## config.mk

```make
export PLATFORM = sky130hd
export DESIGN_NAME = spp_port
export DESIGN_NICKNAME = d
export VERILOG_FILES = /design/src/include/spp_pkg.sv /design/src/design/spp_mem.sv /design/src/design/spp_port.sv
export SDC_FILE = /design/constraint.sdc
export NUM_CORES = 1
export LEC_CHECK = 0
export BUFFER_PORTS_ARGS = -buffer_cell sky130_fd_sc_hd__buf_2
export CAP_MARGIN = 10
export CORE_MARGIN = 2
export CORE_UTILIZATION = 34
export CTS_CLUSTER_SIZE = 16
export DETAILED_ROUTE_END_ITERATION = 12
export PLACE_DENSITY_LB_ADDON = 0.12
export SYNTH_ARGS = -nofsm -noshare
export SYNTH_HDL_FRONTEND = slang
export SYNTH_SLANG_ARGS = --single-unit
export TNS_END_PERCENT = 10
```

## constraint.sdc

```tcl
create_clock -name clock -period 5.81 [get_ports clock]
set_clock_uncertainty 0.1 [all_clocks]
set_input_delay 0.2905 -clock clock [delete_from_list [all_inputs] [get_ports clock]]
set_output_delay 0.2905 -clock clock [all_outputs]
set_load 0.03 [all_outputs]
```

## src/include/spp_pkg.sv

```systemverilog
package spp_pkg;
	localparam int ADDR_W = 3;  // eight locations
	localparam int DATA_W = 8;  // byte-wide data path
	localparam int NUM_LOC = 8;
	localparam int CLK_PERIOD_NS = 100;
	// read data must stand this long before ready falls
	localparam int RD_SETUP_NS = 22;
	localparam int RD_SETUP_CYC =
		(RD_SETUP_NS + CLK_PERIOD_NS - 1) / CLK_PERIOD_NS;
	localparam logic [7:0] LOC_RESET = 8'h00;
	localparam logic [3:0] CNT_ZERO = 4'h0;
	localparam logic [3:0] CNT_ONE = 4'h1;
	typedef enum logic [2:0] {
		SPP_IDLE = 3'b000,
		SPP_RD_DRIVE = 3'b001,
		SPP_RD_READY = 3'b011,
		SPP_RD_END = 3'b010,
		SPP_WR_WAIT = 3'b110
	} spp_state_type;
endpackage : spp_pkg

```

## src/design/spp_mem.sv

```systemverilog
`timescale 1ns/100ps
`default_nettype none
// small register-output memory for the port locations
module spp_mem
	import spp_pkg::*;
#(
	parameter int AW = ADDR_W,
	parameter int DW = DATA_W
) (
	input wire logic clock, // system clock
	input wire logic srst, // synchronous reset
	input wire logic wr_en, // write strobe
	input wire logic [AW-1:0] wr_addr, // write location
	input wire logic [DW-1:0] wr_data, // write byte
	input wire logic [AW-1:0] rd_addr, // read location
	output logic [DW-1:0] rd_data // registered read byte
);
	logic [DW-1:0] mem_q [2**AW];

	// storage with reset to a known value
	always_ff @(posedge clock) begin
		if (srst) begin
			for (int i = 0; i < 2**AW; i++) mem_q[i] <= DW'(LOC_RESET);
		end else if (wr_en) begin
			mem_q[wr_addr] <= wr_data;
		end
	end

	// registered read port
	always_ff @(posedge clock) begin
		if (srst) rd_data <= DW'(LOC_RESET);
		else rd_data <= mem_q[rd_addr];
	end
endmodule : spp_mem
`default_nettype wire

```

## src/design/spp_port.sv

```systemverilog
`timescale 1ns/100ps
`default_nettype none
module spp_port
	import spp_pkg::*;
#(
	parameter int RD_WAIT = RD_SETUP_CYC // cycles data stands before ready
) (
	input wire logic clock, // 10 MHz system clock
	input wire logic srst, // synchronous reset, active high
	input wire logic [ADDR_W-1:0] port_addr, // location select
	input wire logic port_strobe_n, // access strobe, low active
	input wire logic port_read_not_write, // high read, low write
	input wire logic [DATA_W-1:0] port_data_in, // data bus as seen
	output logic [DATA_W-1:0] port_data_out, // data we drive
	output logic port_data_oe, // high while we drive data
	output logic port_ready_n, // ready, low active
	output logic wr_pulse, // one pulse per accepted write
	output logic [ADDR_W-1:0] wr_addr_out, // location of that write
	output logic [DATA_W-1:0] wr_data_out // byte of that write
);
	// pin synchronisers, two stages each
	logic strb_s1_q;
	logic strb_s2_q;
	logic strb_s3_q; // edge-detect stage
	logic rnw_s1_q;
	logic rnw_s2_q;
	logic [ADDR_W-1:0] addr_s1_q;
	logic [ADDR_W-1:0] addr_s2_q;
	logic [DATA_W-1:0] data_s1_q;
	logic [DATA_W-1:0] data_s2_q;

	// strobe idles high after reset, so no false edge follows it
	always_ff @(posedge clock) begin
		if (srst) begin
			strb_s1_q <= 1'b1;
			strb_s2_q <= 1'b1;
			strb_s3_q <= 1'b1;
		end else begin
			strb_s1_q <= port_strobe_n;
			strb_s2_q <= strb_s1_q;
			strb_s3_q <= strb_s2_q;
		end
	end
	// direction synchroniser
	always_ff @(posedge clock) begin
		rnw_s1_q <= port_read_not_write;
		rnw_s2_q <= rnw_s1_q;
	end

	// address synchroniser
	always_ff @(posedge clock) begin
		addr_s1_q <= port_addr;
		addr_s2_q <= addr_s1_q;
	end

	// data synchroniser; its copy ages in step with the strobe copy,
	// so the byte taken at the seen rise is the one held at the pin rise
	always_ff @(posedge clock) begin
		data_s1_q <= port_data_in;
		data_s2_q <= data_s1_q;
	end

	// falling edge between an older and a newer sample
	function automatic logic fell_between(
		input logic older,
		input logic newer
	);
		return older & ~newer;
	endfunction : fell_between

	// rising edge between an older and a newer sample
	function automatic logic rose_between(
		input logic older,
		input logic newer
	);
		return ~older & newer;
	endfunction : rose_between

	// states in which the device owns the data bus
	function automatic logic owns_bus(input spp_state_type st);
		return (st == SPP_RD_DRIVE) || (st == SPP_RD_READY);
	endfunction : owns_bus

	// strobe edges from synchronised copies only
	wire strobe_fall = fell_between(strb_s3_q, strb_s2_q);
	wire strobe_rise = rose_between(strb_s3_q, strb_s2_q);
	wire is_read = rnw_s2_q;

	spp_state_type state_q, state_d;
	logic [3:0] cnt_q, cnt_d;
	logic [ADDR_W-1:0] addr_q;
	logic [DATA_W-1:0] mem_rd;
	logic wr_go;

	// read wait count has run out; the memory word
	// has landed and is loaded into the pin register on the next edge
	wire rd_wait_done = (cnt_q == CNT_ZERO);

	// sequencer next state
	always_comb begin
		state_d = state_q;
		cnt_d = cnt_q;
		unique case (state_q)
			SPP_IDLE: begin
				if (strobe_fall && is_read) begin
					state_d = SPP_RD_DRIVE;
					cnt_d = 4'(RD_WAIT);
				end else if (strobe_fall) begin
					state_d = SPP_WR_WAIT;
				end
			end
			SPP_RD_DRIVE: begin
				// memory read lands, then data stands
				if (rd_wait_done) state_d = SPP_RD_READY;
				else cnt_d = cnt_q - CNT_ONE;
			end
			SPP_RD_READY: begin
				if (strobe_rise) state_d = SPP_RD_END;
			end
			SPP_RD_END: state_d = SPP_IDLE;
			SPP_WR_WAIT: begin
				if (strobe_rise) state_d = SPP_IDLE;
			end
			default: state_d = SPP_IDLE;
		endcase
	end

	// capture on strobe rise in a write
	assign wr_go = (state_q == SPP_WR_WAIT) && strobe_rise;

	// sequencer state register
	always_ff @(posedge clock) begin
		if (srst) state_q <= SPP_IDLE;
		else state_q <= state_d;
	end

	// read wait counter, loaded as a read is seen
	// and counted down while the data settles
	always_ff @(posedge clock) begin
		if (srst) cnt_q <= CNT_ZERO;
		else cnt_q <= cnt_d;
	end

	// location latched as the strobe is seen falling,
	// held for the whole access
	always_ff @(posedge clock) begin
		if (srst) addr_q <= '0;
		else if (strobe_fall) addr_q <= addr_s2_q;
	end

	// location store; the read word lands one cycle
	// after addr_q, writes land at the seen strobe rise
	spp_mem u_mem (
		.clock(clock),
		.srst(srst),
		.wr_en(wr_go),
		.wr_addr(addr_q),
		.wr_data(data_s2_q),
		.rd_addr(addr_q),
		.rd_data(mem_rd)
	);

	// device owns the bus from SPP_RD_DRIVE through SPP_RD_READY
	wire drive_d = owns_bus(state_d);
	// ready low once read data has stood a full cycle on the pins,
	// or while a write is held open; high inserts waits
	wire ready_d = (state_q == SPP_RD_READY) || (state_d == SPP_WR_WAIT);

	// bus enable register; off again once the rise is seen,
	// well inside the master's gap before a write
	always_ff @(posedge clock) begin
		if (srst) port_data_oe <= 1'b0;
		else port_data_oe <= drive_d;
	end

	// read byte register, loaded while the wait count runs,
	// so it stands a cycle before ready falls
	always_ff @(posedge clock) begin
		if (srst) port_data_out <= '0;
		else if (state_q == SPP_RD_DRIVE) port_data_out <= mem_rd;
	end

	// ready register, high inserts wait states
	always_ff @(posedge clock) begin
		if (srst) port_ready_n <= 1'b1;
		else port_ready_n <= ~ready_d;
	end

	// write report: one pulse plus the location and byte taken,
	// both held until the next write
	always_ff @(posedge clock) begin
		if (srst) begin
			wr_pulse <= 1'b0;
			wr_addr_out <= '0;
			wr_data_out <= '0;
		end else begin
			wr_pulse <= wr_go;
			if (wr_go) begin
				wr_addr_out <= addr_q;
				wr_data_out <= data_s2_q;
			end
		end
	end
endmodule : spp_port
`default_nettype wire

```

==> summary.txt, run 1 <==
Status -> finished clean
Most used cells in the layout excluding fill and tap cells -> nor2_1 (78), dfxtp_1 (67), edfxtp_1 (64)
Top cells by area, synth -> edfxtp_1 (39%), dfxtp_1 (27%), mux2_2 (6.6%), nor2_1 (5.9%), mux2i_1 (2.4%)
Maximum number of pins on one net before global-route repair -> 44
X dimension of the die -> 125.0 um
Element type at the critical path start -> flip-flop
Total routed wirelength -> 11.81 mm
Clk buf depth -> 2
Unrepaired setup endpoints after global routing -> false
Antenna cells -> 0
CTS tree -> done
Global-route usage over all layers -> 0.1605
Achievable clock frequency -> 346.1 MHz
Share of synthesized flip-flops with an asynchronous set or reset -> 0
Cells on Worst Hold Path -> 0
Synth top area share -> 0.3862
Post-synthesis register bit count -> 131
Area added between synthesis and finish -> 19.69%
Avg WL per Cell -> 18.63 um
Relative slew margins -> 0.2364
CTS Sinks -> 131
Average size of a mapped cell -> 12.66 um2
Starting DRT DRC Count -> 191
Crit end category -> flip-flop
Total via count after detailed routing -> 3085
Number of maximum-capacitance violations -> 0
Core region area -> 14420 um2
Power density cells -> 348.8 nW/um2
Top cell type by total area after synthesis -> edfxtp_1
Length of the first detailed-routing pass in iterations -> 4
Std cell rows -> 44
Final HPWL from detailed placement -> 8.346 mm
Number of enable flip-flop cells after synthesis -> 64
Post-synthesis cell count -> 393
Type of the worst setup path -> reg -> reg
Kind of cell adding the most delay to the critical path -> simple AND/OR/NAND/NOR gates
Slowest cell on crit path -> o21ai_0
Static Leakage -> 2.238 nW
Antenna violations before repair -> 0
Buffers added on ports -> 36
Floorplan die height -> 125.0 um
Register area share after synthesis -> 0.6558
Proportion of layout cells with a drive suffix above 1 -> 0.2578
Biggest cell delay along the critical path -> 980 ps
Arrival time of the worst setup path -> 2820 ps
Count of fill cells added during filler insertion -> 1364
Ports -> 37
Remaining antenna violation count -> 0
Pin slew with the least headroom to its limit -> 1133 ps
Number of levels in the clock H-tree -> 4
Synthesis Warnings -> 0
Die area -> 15620 um2
Synthesized netlist net count -> 410
Most common library cell in the layout ignoring fill and taps -> nor2_1
Crit path depth -> 3
Global route overflow -> 0
Pwr Total -> 2.077 mW
Final GP Congestion -> 0.8281
Post-Route Hold Slack -> 226.4 ps
Worst skew pair latency -> 410 ps
Clock-pin slew of the registers on the worst-case setup and hold paths -> 60 ps
Count of final hold-check violations -> 0
Required time reported for the critical path endpoint -> 5740 ps
Biggest fanout along the worst timing path -> 18
Number of cells on the worst reg-to-reg path -> 3
Number of global-route vias before repair -> 3226
Number of DRC violations after detailed routing -> 0
Wire length of the first global-routing pass -> 18.59 mm
Final count of negative-setup-slack endpoints -> 0
Pins over their slew limit -> 0
TritonCTS Buffers -> 17
Distinct cells, synth -> 42
Clock root buffer -> clkbuf_16
Post-route clock period utilization -> 0.4973
Type of the most critical hold path -> reg -> reg
Netlist area before placement -> 4976 um2
Largest vdd supply drop -> 198.9 uV
Worst Path Buf+Inv -> 0
Effective utilization at floorplan -> 0.3450
Post-DR vias/cell -> 4.866
Post-CTS setup buffer count -> 0
R2R Setup Slk -> 2920 ps
Final critical-path required period -> 2889 ps
Leading register cell type out of synthesis -> dfxtp_1
Sum of negative setup slack -> 0 ps
Final-stage net count -> 454
Cell-by-cell trace of the critical path -> and4bb_1, nand4_4, o21ai_0
## registers in the layout, summed over array words and instances, names as in the netlist
register,cells
u_mem.mem_q,64
data_s1_q,8
data_s2_q,8
port_data_out,8
u_mem.rd_data,8
wr_data_out,8
cnt_q,4
addr_q,3
addr_s1_q,3
addr_s2_q,3
state_q,3
wr_addr_out,3
is_read,1
port_data_oe,1
port_ready_n,1
rnw_s1_q,1
strb_s1_q,1
strb_s2_q,1
strb_s3_q,1
wr_pulse,1
## worst register-to-register path, delay by kind of cell, from the launching register on
kind	cells	cell delay [ps]
compound gates	1	980
simple gates	2	1010
flops	1	410
## timing repair
item	in CTS	in global routing
endpoints found under the hold margin	13	0
hold buffers	13	0
gates resized for setup	0	0
## logic make-up (layout without fill, tap and decap cells)
group	Yosys count	count (layout)	share of synthesized area
xor+xnor	1	1	0.001760
buf+inv	34	91	0.03168
fa+ha+maj	2	2	0.005028
flops	131	131	0.6558
compound gates	58	58	0.08147
mux	43	43	0.09882
simple gates	124	124	0.1255
## final timing paths
kind | start | end
min | data_s1_q[2]$_DFF_P_ | data_s2_q[2]$_DFF_P_
max | state_q[0]$_SDFF_PP0_ | u_mem.mem_q[5][0]$_SDFFCE_PN0P_
max reg2reg | state_q[0]$_SDFF_PP0_ | u_mem.mem_q[5][0]$_SDFFCE_PN0P_
min reg2reg | data_s1_q[2]$_DFF_P_ | data_s2_q[2]$_DFF_P_
## final cells by class
| type | instances | area, um2 | share of cell area |
|---|---|---|---|
| clock buffers | 18 | 450.4 | 0.07563 |
| clock inverters | 14 | 101.3 | 0.01702 |
| inverters | 8 | 30.03 | 0.005042 |
| multi-input cells | 228 | 1555 | 0.2611 |
| flip-flops and latches | 131 | 3263 | 0.5479 |
| well taps | 184 | 230.2 | 0.03866 |
| repair buffers | 51 | 325.3 | 0.05462 |
## per-layer routing
layer | vias to the layer above | routed length, um | GRT usage
met4 | 0 | 147 | 0.06863
met1 | 1494 | 5332 | 0.2053
met5 | - | 0 | 0
met3 | 11 | 487 | 0.04108
met2 | 84 | 5845 | 0.2593
li1 | 1496 | - | -
## per-stage QoR
| step | instances | setup WS, ps | area, um2 | utilization |
|---|---|---|---|---|
| after global routing | 634 | 2695 | 5956 | 0.4129 |
| after global placement | 589 | 3027 | 5274 | 0.3656 |
| after detailed placement | 589 | 2959 | 5274 | 0.3656 |
| final | 634 | 2921 | 5956 | 0.4129 |
| after floorplan | 393 | 3656 | 4976 | - |
| after CTS | 634 | 2938 | 5956 | 0.4129 |
## synth_stat cells (6+ instances only)
library cell	instances
mux2_2	29
nor2_1	78
clkbuf_1	8
nand2_1	18
a22oi_1	14
mux2i_1	12
edfxtp_1	64
buf_2	15
o21ai_0	11
inv_1	6
a21oi_1	11
dfxtp_1	67
a22o_1	10
## power by group
group	internal, mW	switching (mW)	total (mW)	leakage [nW]
combinational	0.0328	0.0522	0.0851	0.761
clock	0.572	0.407	0.979	0.265
sequential	0.998	0.0152	1.01	1.21
Note: power is estimated with default switching activity, not from simulation.
==> run 2, diff against run 1 <==
--- a/config.mk
+++ b/config.mk
@@ -5,6 +5,7 @@
 export SDC_FILE = /design/constraint.sdc
 export NUM_CORES = 1
 export LEC_CHECK = 0
+export ABC_AREA = 1
 export BUFFER_PORTS_ARGS = -buffer_cell sky130_fd_sc_hd__buf_2
 export CAP_MARGIN = 10
 export CORE_MARGIN = 2
==> constraint.sdc (replaced) <==
create_clock -name clock -period 2.4 [get_ports clock]
set_clock_uncertainty 0.1 [all_clocks]
set_input_delay 0.12 -clock clock [delete_from_list [all_inputs] [get_ports clock]]
set_output_delay 0.12 -clock clock [all_outputs]
set_load 0.03 [all_outputs]
==> run 2 against run 1 <==
Effect of this change:
- first-iteration DRC count is 2.6% lower
- sequential power is 140% higher
- utilization grew 2.2 points
- cell count grew 15%
- hold slack got worse by 2.4 ps
- critical path depth increased by 4
- final area is 2.2% higher
- die area decreased by 1.2%
- count of clock-buffer cells in the layout down 1
==> summary.txt, run 2 <==
Share of synthesized flip-flops with an asynchronous set or reset -> 0 (unchanged)
Hold buffer count at CTS -> 14 (+1)
# resized after CTS -> 0 (unchanged)
Post-synthesis register bit count -> 131 (unchanged)
X dimension of the die -> 124.2 um (-0.62%)
Static Leakage -> 2.654 nW (+19%)
Type of the most critical hold path -> reg -> reg
Status -> finished clean
Post-route clock period utilization -> 0.7996 (+0.3023)
Synth top area share -> 0.3912 (+0.005017)
Most frequent CP cell -> nand2_4
Number of DRC violations after detailed routing -> 0 (unchanged)
Pre-CTS setup slack -> 492.7 ps (-2466 ps)
Count of final hold-check violations -> 0 (unchanged)
Final count of negative-setup-slack endpoints -> 0 (unchanged)
Core region area -> 13990 um2 (-3.0%)
Number of maximum-capacitance violations -> 0 (unchanged)
Power density cells -> 905.3 nW/um2 (+160%)
Average size of a mapped cell -> 10.34 um2 (-18%)
Slowest cell on crit path -> dfxtp_1
Top cells by count, synth -> nor2_1 (124), dfxtp_1 (67), edfxtp_1 (64)
Register area share after synthesis -> 0.6643 (+0.008519)
Total via count after detailed routing -> 3380 (+9.6%)
TritonCTS Buffers -> 17 (unchanged)
Std cell rows -> 43 (-2.3%)
Final GP Congestion -> 0.8138 (-1.7%)
Post-Route Hold Slack -> 224.0 ps (-2.385 ps)
Number of global-route vias before repair -> 3427 (+6.2%)
Pwr Total -> 5.510 mW (+170%)
Post-synthesis cell count -> 475 (+21%)
Pin slew with the least headroom to its limit -> 546.3 ps (-587.2 ps)
Largest vdd supply drop -> 475.4 uV (+140%)
Most repeated cell in the gate-level netlist after synthesis -> nor2_1
Starting DRT DRC Count -> 186 (-2.6%)
Number of enable flip-flop cells after synthesis -> 64 (unchanged)
Final-stage net count -> 555 (+22%)
Synthesized netlist net count -> 492 (+20%)
Length of the first detailed-routing pass in iterations -> 5 (+1)
CTS tree -> done
Most common library cell in the layout ignoring fill and taps -> nor2_1
Clock-pin slew of the registers on the worst-case setup and hold paths -> 60 ps (about the same)
Arrival time of the worst setup path -> 1900 ps (-920 ps)
Non-filler instance count after layout -> 731 (+15%)
Crit end category -> flip-flop
Ports -> 37 (unchanged)
Total placed instance area -> 5308 um2 (+0.64%)
Effective utilization at floorplan -> 0.3512 (+0.006177)
Total routed wirelength -> 11.52 mm (-2.5%)
Sum of negative setup slack -> 0 ps (unchanged)
Leading register cell type out of synthesis -> dfxtp_1
Placed Cells -> 685 (+16%)
Antenna violations before repair -> 0 (unchanged)
Type of the worst setup path -> reg -> reg
Post-route worst setup slack -> 481.0 ps (-2440 ps)
Pins over their slew limit -> 0 (unchanged)
Cell-by-cell trace of the critical path -> inv_2, nand3_4, nor2_4, nand2_4, nor2_8, nand2_4, nand2_1
Synthesis Warnings -> 0 (unchanged)
Antenna cells -> 0 (unchanged)
Most used cells in the layout excluding fill and tap cells -> nor2_1 (124), dfxtp_1 (67), edfxtp_1 (64)
Kind of cell adding the most delay to the critical path -> simple AND/OR/NAND/NOR gates
Remaining antenna violation count -> 0 (unchanged)
Unrepaired setup endpoints after global routing -> false
Global route overflow -> 0 (unchanged)
Post-CTS setup buffer count -> 0 (unchanged)
Distinct cells, synth -> 26 (-38%)
Biggest cell delay along the critical path -> 350 ps (-630 ps)
Avg WL per Cell -> 15.76 um (-15%)
Biggest fanout along the worst timing path -> 13 (-5)
Max FFs per register -> 64 (unchanged)
Proportion of layout cells with a drive suffix above 1 -> 0.1906 (-0.06722)
Worst Path Buf+Inv -> 1 (+1)
Final HPWL from detailed placement -> 7.707 mm (-7.7%)
Top cells by area, synth -> edfxtp_1 (39%), dfxtp_1 (27%), nor2_1 (9.5%), nand2_1 (3.7%), o21ai_0 (3.2%)
CTS Sinks -> 131 (unchanged)
Achievable clock frequency -> 521.1 MHz (+51%)
Clock root buffer -> clkbuf_16
Maximum number of pins on one net before global-route repair -> 33 (-25%)
Top cell type by total area after synthesis -> edfxtp_1
Number of levels in the clock H-tree -> 4 (unchanged)
Relative slew margins -> 0.6358 (+0.3994)
Non-Filler Cell Area, Final -> 6087 um2 (+2.2%)
Count of fill cells added during filler insertion -> 1383 (+1.4%)
Die area -> 15430 um2 (-1.2%)
Final cell utilization of the core -> 0.4352 (+0.02224)
Post-DR vias/cell -> 4.624 (-5.0%)
Element type at the critical path start -> flip-flop
Floorplan die height -> 124.2 um (-0.62%)
Netlist area before placement -> 4912 um2 (-1.3%)
Worst skew pair latency -> 420 ps (about the same)
Wire length of the first global-routing pass -> 18.37 mm (-1.2%)
Final critical-path required period -> 1919 ps (-970.4 ps)
Required time reported for the critical path endpoint -> 2390 ps (-3350 ps)
Global-route usage over all layers -> 0.1579 (-0.002553)
Buffers added on ports -> 36 (unchanged)
Clk buf depth -> 2 (unchanged)
Area added between synthesis and finish -> 23.92%
Largest Register -> u_mem.mem_q
## run 2: changes by cell type after synthesis, moves of 12 or more
cell      change
inv_1        +27
nor2_1       +46
o211ai_1     +13
a22oi_1      -14
mux2i_1      -12
nand2_1      +30
mux2_2       -29
o21ai_0      +20
## run 2: cell families after synthesis
family	share of synthesized area
adder cells (fa/ha/maj)	0.005093
AND/OR/NAND/NOR	0.2007
AO/OA/AOI/OAI	0.08049
flip-flops	0.6643
buffers and inverters	0.04941
## run 2: area by class of cell
class	count	area, um2	area share
inverters	46	172.7	0.02837
multi-input cells	284	1406	0.2310
repair buffers	58	380.4	0.06249
well taps	180	225.2	0.03700
clock buffers	17	425.4	0.06989
clock inverters	15	214.0	0.03515
flip-flops and latches	131	3263	0.5361
## run 2: power by group
| group | internal (mW) | leakage, nW | switching (mW) | total (mW) |
|---|---|---|---|---|
| Sequential | 2.42 | 1.21 | 0.0306 | 2.46 |
| Clock | 1.83 | 0.309 | 0.954 | 2.78 |
| Combinational | 0.0844 | 1.13 | 0.186 | 0.270 |
| Total | 4.34 | 2.65 | 1.17 | 5.51 |
## run 2: layer usage
| layer | global-route usage | share of wire |
|---|---|---|
| met1 | 0.2040 | 0.47 |
| met2 | 0.2453 | 0.46 |
| met3 | 0.04174 | 0.043 |
| met4 | 0.07865 | 0.025 |
| met5 | 0 | 0 |
## run 2: final timing paths
check,slack [ps],end,from,depth (start not counted)
min,220,addr_s2_q[1]$_DFF_P_,addr_s1_q[1]$_DFF_P_,0
max,480,u_mem.mem_q[5][1]$_SDFFCE_PN0P_,state_q[0]$_SDFF_PP0_,7
min reg2reg,220,addr_s2_q[1]$_DFF_P_,addr_s1_q[1]$_DFF_P_,0
max reg2reg,480,u_mem.mem_q[5][1]$_SDFFCE_PN0P_,state_q[0]$_SDFF_PP0_,7
